## src/oau_map.vh

```
// constants for the operand addressing unit
`ifndef OAU_MAP_VH
`define OAU_MAP_VH
`define OAU_AS_REG 2'h0
`define OAU_AS_IDX 2'h1
`define OAU_AS_IND 2'h2
`define OAU_AS_INC 2'h3
`define OAU_AD_REG 1'h0
`define OAU_AD_IDX 1'h1
`define OAU_PC_NUM 4'h0
`define OAU_SP_NUM 4'h1
`define OAU_SW_NUM 4'h2
`define OAU_CG_NUM 4'h3
`define OAU_GR_LO 4'h4
`define OAU_INC_BYTE 16'h0001
`define OAU_INC_WORD 16'h0002
`define OAU_CG_4 16'h0004
`define OAU_CG_8 16'h0008
`define OAU_CG_0 16'h0000
`define OAU_CG_1 16'h0001
`define OAU_CG_2 16'h0002
`define OAU_CG_ONES 16'hffff
`define OAU_GR_RST 16'h0000
`define OAU_PC_RST 16'h0000
`endif

```

## src/oau_regfile.v

```verilog
// twelve general registers with byte and word writes
`timescale 1ns/1ps
`include "oau_map.vh"
module oau_regfile #(
   parameter NREG = 12
) (
   input wire clk, // core clock
   input wire rst_n, // synchronised reset, active low
   input wire ce, // clock enable
   input wire [3:0] ra_num, // read port a register number
   input wire [3:0] rb_num, // read port b register number
   output wire [15:0] ra_data, // read port a data
   output wire [15:0] rb_data, // read port b data
   input wire w1_en, // result write enable
   input wire [3:0] w1_num, // result register number
   input wire [15:0] w1_data, // result data
   input wire w1_byte, // byte-size result
   input wire w2_en, // pointer update enable
   input wire [3:0] w2_num, // pointer register number
   input wire [15:0] w2_data // new pointer value
);
   reg [15:0] general_registers_r [0:NREG-1];
   // numbers below four are not general registers and read as zero
   function [15:0] rd;
      input [3:0] n;
      begin
         if (n >= `OAU_GR_LO)
            rd = general_registers_r[n - `OAU_GR_LO];
         else
            rd = 16'h0000;
      end
   endfunction
   assign ra_data = rd(ra_num);
   assign rb_data = rd(rb_num);
   genvar g;
   generate
      for (g = 0; g < NREG; g = g + 1)
      begin : gr
         always @(posedge clk or negedge rst_n)
         begin
            if (!rst_n)
               general_registers_r[g] <= `OAU_GR_RST;
            else if (ce && w1_en && w1_num == g + `OAU_GR_LO)
               general_registers_r[g] <= w1_byte ? {8'h00, w1_data[7:0]} : w1_data;
            else if (ce && w2_en && w2_num == g + `OAU_GR_LO)
               general_registers_r[g] <= w2_data;
         end
      end
   endgenerate
endmodule // oau_regfile

```

## src/oau_srcgen.v

```verilog
// source operand mode decode and constant generation
`timescale 1ns/1ps
`include "oau_map.vh"
module oau_srcgen (
   input wire [3:0] src_num, // source register number
   input wire [1:0] source_mode_field, // source mode bits
   output reg cg_hit, // constant substitutes the operand
   output reg [15:0] cg_val, // constant value
   output reg abs_base // base reads as zero
);
   always @*
   begin
      cg_hit = 1'b0;
      cg_val = `OAU_CG_0;
      abs_base = 1'b0;
      if (src_num == `OAU_SW_NUM)
      begin
         case (source_mode_field)
            `OAU_AS_IDX: abs_base = 1'b1;
            `OAU_AS_IND:
            begin
               cg_hit = 1'b1;
               cg_val = `OAU_CG_4;
            end
            `OAU_AS_INC:
            begin
               cg_hit = 1'b1;
               cg_val = `OAU_CG_8;
            end
            default: cg_hit = 1'b0;
         endcase
      end
      else if (src_num == `OAU_CG_NUM)
      begin
         cg_hit = 1'b1;
         case (source_mode_field)
            `OAU_AS_REG: cg_val = `OAU_CG_0;
            `OAU_AS_IDX: cg_val = `OAU_CG_1;
            `OAU_AS_IND: cg_val = `OAU_CG_2;
            default: cg_val = `OAU_CG_ONES;
         endcase
      end
   end
endmodule // oau_srcgen

```

## src/oau_top.v

```verilog
// operand addressing unit: mode decode, address forming, operand fetch
`timescale 1ns/1ps
`include "oau_map.vh"
module oau_top (
   input wire sys_clk, // core clock
   input wire rstn, // async reset, active low
   input wire clk_en, // freezes all state but the reset release while low
   input wire op_start, // pulse: begin an operand sequence
   input wire [3:0] src_num, // source register number
   input wire [1:0] source_mode_field, // source mode
   input wire [3:0] dst_num, // destination register number
   input wire dst_mode, // destination mode
   input wire byte_op, // byte-size instruction
   input wire [15:0] pc_in, // program counter at the word after opcode
   input wire [15:0] sp_in, // stack pointer value
   input wire [15:0] status_word_register, // status word value
   input wire res_valid, // pulse: result ready from alu
   input wire [15:0] res_data, // alu result
   input wire mem_ack, // memory answers this cycle
   input wire [15:0] mem_rdata, // memory read data
   output reg mem_req, // memory read request
   output reg [15:0] mem_addr, // memory address
   output reg src_valid, // pulse: source and dest operands ready
   output reg [15:0] src_op, // source operand
   output reg [15:0] dst_op, // destination operand
   output reg dst_is_mem, // destination lives in memory
   output reg [15:0] dst_addr, // destination address
   output reg [15:0] pc_out, // program counter after extension words
   output reg [3:0] flags_nzc, // n,z flags, c bit held at zero, and byte marker
   output reg busy // sequence in progress
);
   ////////////////////////////////////////////////////////////////
   // reset release
   reg rst_m_r;
   reg rst_s_r;
   always @(posedge sys_clk or negedge rstn)
   begin
      if (!rstn)
      begin
         rst_m_r <= 1'b0;
         rst_s_r <= 1'b0;
      end
      else
      begin
         rst_m_r <= 1'b1;
         rst_s_r <= rst_m_r;
      end
   end
   ////////////////////////////////////////////////////////////////
   // states
   localparam ST_IDLE = 3'h0;
   localparam ST_SEXT = 3'h1;
   localparam ST_SRD = 3'h2;
   localparam ST_DEXT = 3'h3;
   localparam ST_DRD = 3'h4;
   localparam ST_DONE = 3'h5;
   reg [2:0] state_r;
   reg [2:0] state_nxt;
   reg [3:0] sn_r;
   reg [1:0] sm_r;
   reg [3:0] dn_r;
   reg dm_r;
   reg byte_r;
   wire [15:0] ra_data;
   wire [15:0] rb_data;
   wire cg_hit;
   wire [15:0] cg_val;
   wire abs_base;
   reg w1_en;
   reg w2_en;
   reg [15:0] w2_data;
   // register values including pc and sp, decoded twice so a function
   function [15:0] regval;
      input [3:0] n;
      input [15:0] gr;
      input [15:0] pc;
      begin
         case (n)
            `OAU_PC_NUM: regval = pc;
            `OAU_SP_NUM: regval = sp_in;
            `OAU_SW_NUM: regval = status_word_register;
            `OAU_CG_NUM: regval = 16'h0000;
            default: regval = gr;
         endcase
      end
   endfunction
   oau_regfile #(
      .NREG(12)
   ) u_rf (
      .clk(sys_clk),
      .rst_n(rst_s_r),
      .ce(clk_en),
      .ra_num(sn_r),
      .rb_num(dn_r),
      .ra_data(ra_data),
      .rb_data(rb_data),
      .w1_en(w1_en),
      .w1_num(dn_r),
      .w1_data(res_data),
      .w1_byte(byte_r),
      .w2_en(w2_en),
      .w2_num(sn_r),
      .w2_data(w2_data)
   );
   oau_srcgen u_cg (
      .src_num(sn_r),
      .source_mode_field(sm_r),
      .cg_hit(cg_hit),
      .cg_val(cg_val),
      .abs_base(abs_base)
   );
   ////////////////////////////////////////////////////////////////
   // operand values and addresses
   wire [15:0] src_reg = regval(sn_r, ra_data, pc_out);
   wire [15:0] dst_reg = regval(dn_r, rb_data, pc_out);
   wire [15:0] src_base = abs_base ? 16'h0000 : src_reg;
   wire [15:0] step = byte_r ? `OAU_INC_BYTE : `OAU_INC_WORD;
   // byte operands never carry a stale high byte to the alu
   wire [15:0] size_mask = byte_r ? 16'h00ff : 16'hffff;
   wire src_imm = (sn_r == `OAU_PC_NUM) && (sm_r == `OAU_AS_INC);
   wire src_ext = !cg_hit && (sm_r == `OAU_AS_IDX);
   wire src_mem = !cg_hit && (sm_r != `OAU_AS_REG);
   wire dst_mem_w = (dm_r == `OAU_AD_IDX);
   wire [7:0] res_lo = res_data[7:0];
   wire res_n = byte_r ? res_lo[7] : res_data[15];
   wire res_z = byte_r ? (res_lo == 8'h00) : (res_data == 16'h0000);
   ////////////////////////////////////////////////////////////////
   // next state
   // independent mode pairing
   always @*
   begin
      state_nxt = state_r;
      case (state_r)
         ST_IDLE:
            if (op_start)
               state_nxt = ST_SEXT;
         ST_SEXT:
            if (!src_ext || mem_ack)
               state_nxt = src_mem ? ST_SRD : ST_DEXT;
         ST_SRD:
            if (mem_ack)
               state_nxt = ST_DEXT;
         ST_DEXT:
            if (!dst_mem_w || mem_ack)
               state_nxt = dst_mem_w ? ST_DRD : ST_DONE;
         ST_DRD:
            if (mem_ack)
               state_nxt = ST_DONE;
         ST_DONE:
            if (res_valid)
               state_nxt = ST_IDLE;
         default: state_nxt = ST_IDLE;
      endcase
   end
   // writes back to the register file
   always @*
   begin
      w1_en = clk_en && (state_r == ST_DONE) && res_valid && !dst_is_mem
         && (dn_r >= `OAU_GR_LO);
      w2_en = clk_en && (state_r == ST_SRD) && mem_ack && !cg_hit
         && (sm_r == `OAU_AS_INC) && (sn_r >= `OAU_GR_LO);
      w2_data = src_reg + step;
   end
   ////////////////////////////////////////////////////////////////
   // sequence registers
   always @(posedge sys_clk or negedge rst_s_r)
   begin
      if (!rst_s_r)
      begin
         state_r <= ST_IDLE;
         sn_r <= 4'h0;
         sm_r <= 2'h0;
         dn_r <= 4'h0;
         dm_r <= 1'b0;
         byte_r <= 1'b0;
         mem_req <= 1'b0;
         mem_addr <= 16'h0000;
         src_valid <= 1'b0;
         src_op <= 16'h0000;
         dst_op <= 16'h0000;
         dst_is_mem <= 1'b0;
         dst_addr <= 16'h0000;
         pc_out <= `OAU_PC_RST;
         flags_nzc <= 4'h0;
         busy <= 1'b0;
      end
      else if (clk_en)
      begin
         state_r <= state_nxt;
         src_valid <= 1'b0;
         mem_req <= 1'b0;
         case (state_r)
            ST_IDLE:
               if (op_start)
               begin
                  sn_r <= src_num;
                  sm_r <= source_mode_field;
                  dn_r <= dst_num;
                  dm_r <= dst_mode;
                  byte_r <= byte_op;
                  pc_out <= pc_in;
                  busy <= 1'b1;
               end
            ST_SEXT:
               if (src_ext && !mem_ack)
               begin
                  mem_req <= 1'b1;
                  mem_addr <= pc_out;
               end
               else
               begin
                  if (src_ext)
                  begin
                     pc_out <= pc_out + 16'h0002;
                     mem_addr <= src_base + mem_rdata;
                  end
                  else
                     mem_addr <= src_imm ? pc_out : src_reg;
                  mem_req <= src_mem;
                  // register or constant, low byte only for byte ops
                  if (cg_hit)
                     src_op <= cg_val & size_mask;
                  else
                     src_op <= src_reg & size_mask;
               end
            ST_SRD:
               if (mem_ack)
               begin
                  src_op <= byte_r ? {8'h00, mem_rdata[7:0]} : mem_rdata;
                  if (src_imm)
                     pc_out <= pc_out + 16'h0002;
               end
               else
                  mem_req <= 1'b1;
            ST_DEXT:
               if (dst_mem_w && !mem_ack)
               begin
                  mem_req <= 1'b1;
                  mem_addr <= pc_out;
               end
               else if (dst_mem_w)
               begin
                  pc_out <= pc_out + 16'h0002;
                  dst_addr <= ((dn_r == `OAU_SW_NUM) ? 16'h0000 : dst_reg) + mem_rdata;
                  mem_addr <= ((dn_r == `OAU_SW_NUM) ? 16'h0000 : dst_reg) + mem_rdata;
                  mem_req <= 1'b1;
                  dst_is_mem <= 1'b1;
               end
               else
               begin
                  dst_is_mem <= 1'b0;
                  dst_op <= byte_r ? {8'h00, dst_reg[7:0]} : dst_reg;
                  src_valid <= 1'b1;
               end
            ST_DRD:
               if (mem_ack)
               begin
                  dst_op <= byte_r ? {8'h00, mem_rdata[7:0]} : mem_rdata;
                  src_valid <= 1'b1;
               end
               else
                  mem_req <= 1'b1;
            ST_DONE:
               if (res_valid)
               begin
                  flags_nzc <= {res_n, res_z, 1'b0, byte_r};
                  busy <= 1'b0;
               end
            default: busy <= 1'b0;
         endcase
      end
   end
endmodule // oau_top

```

## config.mk

```make
export PLATFORM = sky130hd
export DESIGN_NAME = oau_top
export DESIGN_NICKNAME = d
export VERILOG_FILES = /design/src/oau_regfile.v /design/src/oau_srcgen.v /design/src/oau_top.v
export VERILOG_INCLUDE_DIRS = /design/src /design/src/src
export SDC_FILE = /design/constraint.sdc
export NUM_CORES = 1
export LEC_CHECK = 0
export BUFFER_PORTS_ARGS = -buffer_cell sky130_fd_sc_hd__clkbuf_2
export CELL_PAD_IN_SITES_DETAIL_PLACEMENT = 1
export CELL_PAD_IN_SITES_GLOBAL_PLACEMENT = 1
export CORE_UTILIZATION = 48
export DETAILED_ROUTE_END_ITERATION = 8
export HOLD_SLACK_MARGIN = 0.02
export PLACE_DENSITY_LB_ADDON = 0.1
export SYNTH_ARGS = -nofsm -noshare
export SYNTH_HDL_FRONTEND = slang
export SYNTH_SLANG_ARGS = --single-unit
```

## constraint.sdc

```tcl
create_clock -name sys_clk -period 16.4 [get_ports sys_clk]
set_input_delay 1.64 -clock sys_clk [delete_from_list [all_inputs] [get_ports sys_clk]]
set_output_delay 1.64 -clock sys_clk [all_outputs]
set_load 0.005 [all_outputs]
```

### Yosys cells after proc, flatten, opt, wreduce, memory -nomap -nowiden

Index checks and enable logic that the tools add are counted.

| cells by class | value |
|---|---|
| order comparisons | 4 |
| equality and inequality tests | 51 |
| muxes and demuxes | 94 |
| reductions and logical operators | 83 |
| add/subtract/negate cells | 6 |
| bitwise operators | 6 |

Operator list:

| kind | count |
|---|---|
| 16-bit two-way mux | 55 |
| 16-bit one-hot mux with 4 select lines | 3 |
| 16-bit binary-select mux with 4-bit select | 2 |
| 16-bit one-hot mux with 2 select lines | 3 |
| 4-bit == test, second input constant | 16 |
| 16-bit one-hot mux with 3 select lines | 1 |
| 1-bit logical AND | 40 |
| 16-bit adder | 2 |
| 16-bit AND | 2 |
| 4-bit by 3-bit == test with 1-bit output, second input constant | 8 |
| 2-bit nonzero test | 16 |
| 2-bit != test, second input constant | 12 |
| 1-bit two-way mux | 18 |
| 3-bit two-way mux | 6 |
| 3-bit one-hot mux with 6 select lines | 1 |
| 16-bit by 2-bit adder with 16-bit output | 1 |
| 16-bit by 2-bit adder with 16-bit output, second input constant | 1 |
| 4-bit by 2-bit == test with 1-bit output, second input constant | 4 |
| 16-bit logical NOT | 1 |
| 3-bit AND reduction | 4 |
| 4-bit AND reduction | 3 |
| 5-bit greater-or-equal comparator, second input constant | 2 |
| 4-bit NOT with 5-bit output | 2 |
| 9-bit AND reduction | 1 |
| 25 further kinds | 40 |

| word-level totals | value |
|---|---|
| output and inout port bits | 88 |
| input bits | 98 |
| register bits | 296 |
| word-level logic and storage cells | 274 |

### Logic depth before layout (Yosys ltp)

| logic depth | value |
|---|---|
| word-level depth | 12 |
| depth in mapped cells | 21 |
| gate-level depth less buffers | 16 |

### By module

A second synthesis with hierarchy kept.

| unflattened totals | value |
|---|---|
| cell total of the unflattened synthesis | 2631 |
| area, all modules | 22227.6 sq um |

Modules (own cells, without submodules):

| module | instances | cells an instance | area each (sq um) | sequential area each (sq um) |
|---|---|---|---|---|
| oau_regfile | 1 | 1506 | 13374.1 | 4804.6 |
| oau_top | 1 | 1104 | 8693.3 | 2602.5 |
| oau_srcgen | 1 | 21 | 160.2 | 0.0 |

### Worst setup path after synthesis

Ideal clock, no wire load.

| timing path | value |
|---|---|
| path kind | flip-flop to flip-flop |
| from | reg sn_r[2] |
| to | reg mem_addr[15] |
| library setup time | 0.082 ns |
| required time | 16.318 ns |
| path buffers | 6 |
| data arrival time | 4.733 ns |
| clock period less this slack | 4.815 ns |
| path slack | 11.585 ns |
| stages on the path, launching flop included | 21 |
| cell sequence | dfrtp_1 -> clkinv_1 -> clkbuf_1 -> ha_1 -> buf_2 -> buf_1 -> clkbuf_1 -> nand2_1 -> nor3_1 -> clkbuf_1 -> buf_1 -> nor2_1 -> ha_1 -> a21oi_1 -> o21ai_0 -> a2111oi_0 -> o31a_1 -> o211ai_1 -> a221oi_1 -> o21ai_1 -> a31oi_1 |

| on the way | value |
|---|---|
| longest elaborated chain between the ends | 12 |
| elaborated cells between the ends (all ways) | 25 |
| classes of those cells | add/sub (2); order compare (1); eq/ne (3); mux (13); bitwise (1); reduce/logical (5) |

Ends and longest elaborated chain:

| element | RTL line | text |
|---|---|---|
| start, declared | oau_top.v:59 | `reg [3:0] sn_r;` |
| start signal, assigned | oau_top.v:196 | `sn_r <= src_num;` |
| 4-bit by 3-bit subtractor with 4-bit output (no source line) | n/a |  |
| 4-bit NOT with 5-bit output | oau_regfile.v:28 | `` rd = general_registers_r[n - `OAU_GR_LO]; `` |
| 16-bit binary-select mux with 4-bit select | oau_regfile.v:28 |  |
| 16-bit two-way mux (2 in a row) | oau_regfile.v:28 |  |
| 16-bit two-way mux | oau_regfile.v:27 | `` if (n >= `OAU_GR_LO) `` |
| 16-bit one-hot mux with 4 select lines | oau_top.v:78 | `case (n)` |
| 16-bit two-way mux | oau_top.v:116 | `wire [15:0] src_base = abs_base ? 16'h0000 : src_reg;` |
| 16-bit adder | oau_top.v:215 | `mem_addr <= src_base + mem_rdata;` |
| 16-bit two-way mux | oau_top.v:212 | `if (src_ext)` |
| 16-bit two-way mux (*) | oau_top.v:205 | `if (src_ext && !mem_ack)` |
| 16-bit one-hot mux with 2 select lines (*) | oau_top.v:192 | `case (state_r)` |
| end signal, assigned | oau_top.v:208 | `mem_addr <= pc_out;` |
| end signal, assigned | oau_top.v:215 |  |
| end signal, assigned | oau_top.v:218 | `mem_addr <= src_imm ? pc_out : src_reg;` |
| end, declared | oau_top.v:22 | `output reg [15:0] mem_addr,` |

Every way passes the cells marked *; elsewhere a longest branch is shown, timed or not. The select of a mux whose other input is x is not followed.
A chain may end at the register's enable or synchronous reset.

### Worst setup path after layout

| timing path | value |
|---|---|
| from | reg dn_r[2] |
| to | reg mem_addr[15] |

| on the way | value |
|---|---|
| longest elaborated chain between the ends | 12 |
| elaborated cells between the ends (all ways) | 17 |
| classes of those cells | add/sub (2); order compare (1); eq/ne (3); mux (9); bitwise (1); reduce/logical (1) |

Ends and longest elaborated chain:

| element | RTL line | text |
|---|---|---|
| start, declared | oau_top.v:61 | `reg [3:0] dn_r;` |
| start signal, assigned | oau_top.v:198 | `dn_r <= dst_num;` |
| 4-bit by 3-bit subtractor with 4-bit output (no source line) | n/a |  |
| 4-bit NOT with 5-bit output | oau_regfile.v:28 |  |
| 16-bit binary-select mux with 4-bit select | oau_regfile.v:28 |  |
| 16-bit two-way mux (2 in a row) | oau_regfile.v:28 |  |
| 16-bit two-way mux | oau_regfile.v:27 |  |
| 16-bit one-hot mux with 4 select lines | oau_top.v:78 |  |
| 16-bit two-way mux (*) | oau_top.v:245 | `` mem_addr <= ((dn_r == `OAU_SW_NUM) ? 16'h0000 : dst_reg) + mem_rdata; `` |
| 16-bit adder (*) | oau_top.v:245 |  |
| 16-bit two-way mux (*) | oau_top.v:241 | `else if (dst_mem_w)` |
| 16-bit two-way mux (*) | oau_top.v:236 | `if (dst_mem_w && !mem_ack)` |
| 16-bit one-hot mux with 2 select lines (*) | oau_top.v:192 |  |
| end signal, assigned | oau_top.v:208 |  |
| end signal, assigned | oau_top.v:239 | `mem_addr <= pc_out;` |
| end signal, assigned | oau_top.v:245 |  |

Marks and branches as above.

==> metrics.md <==
| Metric | Value |
|---|---|
| CTS tree | `yes` |
| Synth top area share | `0.375` |
| Die area | `42000 µm²` |
| Clk_lat worst skew | `0.60 ns` |
| Buffers plus inverters on the worst setup path | `2` |
| Hold Path Class | `reg2reg` |
| Most frequent cells in the layout | `dfrtp_1 (291), nand2_1 (263), o21ai_0 (252)` |
| N_diodes | `0` |
| Main synth FF type | `dfrtp_1` |
| Yosys reg bits | `296` |
| Total CTS buffers | `35` |
| Commonest non-fill, non-tap cell in the layout | `dfrtp_1` |
| Final min period | `6.40 ns` |
| H-Tree Depth | `2` |
| Critical Path Most Common Cell | `o21ai_0` |
| Power Density | `187 nW/µm²` |
| FP Rows | `73` |
| Total Power | `4170 µW` |
| Worst path slowest cell | `nor2b_1` |
| Post-detail-place hpwl | `60100 µm` |
| Seq/Total Area, Yosys | `0.375` |
| Family with the most delay on the worst path | `compound AO/OA/AOI/OAI gates` |
| Total Wirelength | `84600 µm` |
| Resized cells post-CTS | `0` |
| EDFF count, synth | `0` |
| Setup bufs post-CTS | `0` |
| First-pass GRT wire length | `127000 µm` |
| Max-slew headroom | `0.0296` |
| Netlist cell types | `81` |
| Wirelength per Cell | `30.9 µm` |
| Setup_tns | `0 ns` |
| CP Launch Type | `flip-flop` |
| DR vias | `19300` |
| Routability cong. | `0.975` |
| Clock slew at reported path FFs | `0.06 ns` |
| Max Cap Viol | `0` |
| Final nets | `2335` |
| IO Pins | `186` |
| RSZ-0062 raised after global routing | `false` |
| Largest net degree at the start of global routing | `77` |
| Clock Path Buffers | `3` |
| CP endpoint kind | `flip-flop` |
| Kind of critical path | `reg2reg` |
| Required @ worst endpoint | `16.81 ns` |
| Area of the mapped netlist | `19800 µm²` |
| Maximum vdd drop | `0.000107 V` |
| Initial Utilization | `0.492` |
| Worst-margin pin slew | `1.45 ns` |
| Yosys warns | `0` |
| Leading post-synthesis cells by cell area | `dfrtp_1 (37%), mux4_2 (9.8%), o21ai_0 (6.4%)` |
| Post-route DRC | `0` |
| Synth Area per Inst | `9.45 µm²` |
| Final worst-path cycle share | `0.390` |
| Synth-to-Final Area Change | `12.7%` |
| GRT Overall Usage | `0.411` |
| Asr flop ratio synth | `1.00` |
| Worst-path maximum fanout | `20` |
| Share of post-route cells with drive strength above 1 | `0.217` |
| Vias in the first global route | `19700` |
| Hold Vio Cnt, Final | `0` |
| Synth area leader | `dfrtp_1` |
| Cells after Synth | `2091` |
| Root Buffer Master | `clkbuf_16` |
| Final Skew | `0.0255 ns` |
| Initial antenna violation count | `3` |
| Port Buffers | `184` |
| Fill cells | `4595` |
| Post-DRT Antenna Nets | `0` |
| Iter 0 DRT Violations | `2239` |
| Slowest stage delay, CP | `1.17 ns` |
| Crit-path cells | `inv_1 > ha_1 > buf_4 > nor2b_1 > a221oi_1 > a211oi_1 > ha_1 > o21ai_0 > o21ai_0 > a2111oi_0 > or3_1 > o41ai_1 > xnor2_1 > o21ai_0 > a31oi_1` |
| Die Ht | `205 µm` |
| Status | `finished clean` |
| Setup Viol. Count Final | `0` |
| Die Width | `205 µm` |
| DRT Pass-1 Iters | `6` |
| Syn nets | `2234` |
| Leakage | `0.00961 µW` |
| Hold_buf cts | `0` |
| Core area | `40200 µm²` |
| Remaining global-route overflow | `0` |
| Slew Viols, Final | `0` |
| Hold_ws | `0.363 ns` |
| Vias per inst | `7.03` |
| Clock Sinks | `296` |
| Max Clock Freq | `156 MHz` |
| CP arrival | `6.81 ns` |
through the flow:
stage                util  area [µm²]  std cells  worst slack (ns)
detailed placement  0.524       21100       2680             10.33
finish              0.554       22300       2742              10.0
floorplan               -       19800       2091              7.54
CTS                 0.554       22300       2742             10.26
global route        0.554       22300       2742              9.67
global placement    0.524       21100       2680             10.43
worst paths after layout:
check                      startpoint  slack, ns            to  depth (start not counted)
setup / recovery              dn_r[2]       10.0  mem_addr[15]                         15
hold / removal                rst_m_r       0.36       rst_s_r                          0
setup reg to reg              dn_r[2]       10.0  mem_addr[15]                         15
hold reg to reg               rst_m_r       0.36       rst_s_r                          0
max in group asynchronous     rst_s_r      13.72       sn_r[1]                          2
min in group asynchronous     rst_s_r       0.38    src_op[11]                          0
cell usage after synthesis (7+ instances only):
cell	instances
mux2i_1	39
a221o_1	18
buf_2	22
and2_1	40
o211ai_1	23
o2bb2ai_1	11
nor2_1	128
a21oi_1	113
o21ai_0	252
xnor2_1	26
nor4_1	9
o22ai_1	16
a22oi_1	137
mux4_2	86
xor2_1	13
buf_1	12
clkbuf_1	136
nand3_1	35
inv_1	24
a211oi_1	26
mux4_1	9
o21bai_1	7
buf_4	7
o21ai_1	13
mux2_2	54
a221oi_1	13
a22o_1	14
dfrtp_1	296
o31ai_1	7
ha_1	42
a31oi_1	37
a221oi_2	9
nor3_1	32
nand2_1	263
nor2b_1	18
logic make-up after synthesis:
kind of cell             share of synthesized area
XOR/XNOR                                    0.0181
AO/OA/AOI/OAI                                0.240
multiplexers                                 0.161
adder cells (fa/ha/maj)                     0.0296
buffers and inverters                       0.0461
AND/OR/NAND/NOR                              0.131
other                                     0.000380
flip-flops                                   0.375
worst reg2reg max path, delay by kind of cell, from the launching register on:
kind,cells,cell delay [ns]
buffers and inverters,2,0.62
adder cells (fa/ha/maj),2,0.63
AND/OR/NAND/NOR,2,1.69
AO/OA/AOI/OAI,8,2.23
XOR/XNOR,1,0.15
flip-flops,1,0.88
power breakdown:
group          switching, µW  internal (µW)  leakage, µW
Combinational           1410            783      0.00503
Sequential               251            876      0.00398
Clock                    349            503     0.000597
Total                   2010           2160      0.00961
metal layers:
metal / up-vias / routed length, µm / global-route usage
met5: - / 26 / 0
met4: 4 / 5130 / 0.237
met3: 288 / 7540 / 0.0865
met2: 1169 / 39300 / 0.653
met1: 9735 / 32700 / 0.520
li1: 8069 / - / -
area by class of cell:
class / instances / area (µm²) / area share
inverters: 25 / 93.8 / 0.00421
clock inverters: 11 / 195 / 0.00876
flip-flops and latches: 296 / 7420 / 0.333
multi-input cells: 1585 / 11500 / 0.515
clock buffers: 51 / 1030 / 0.0461
well taps: 525 / 657 / 0.0295
repair buffers: 249 / 1410 / 0.0633
sequential cells by signal (all words and copies together), names as in the netlist:
register,flops
dst_op,16
flags_nzc,3
state_r,3
rst_s_r,1
byte_r,1
src_valid,1
busy,1
sn_r,4
sm_r,2
u_rf.general_registers_r,192
dn_r,4
dst_addr,16
dst_is_mem,1
pc_out,16
dm_r,1
rst_m_r,1
src_op,16
mem_req,1
mem_addr,16
(Power assumes the default switching activity.)
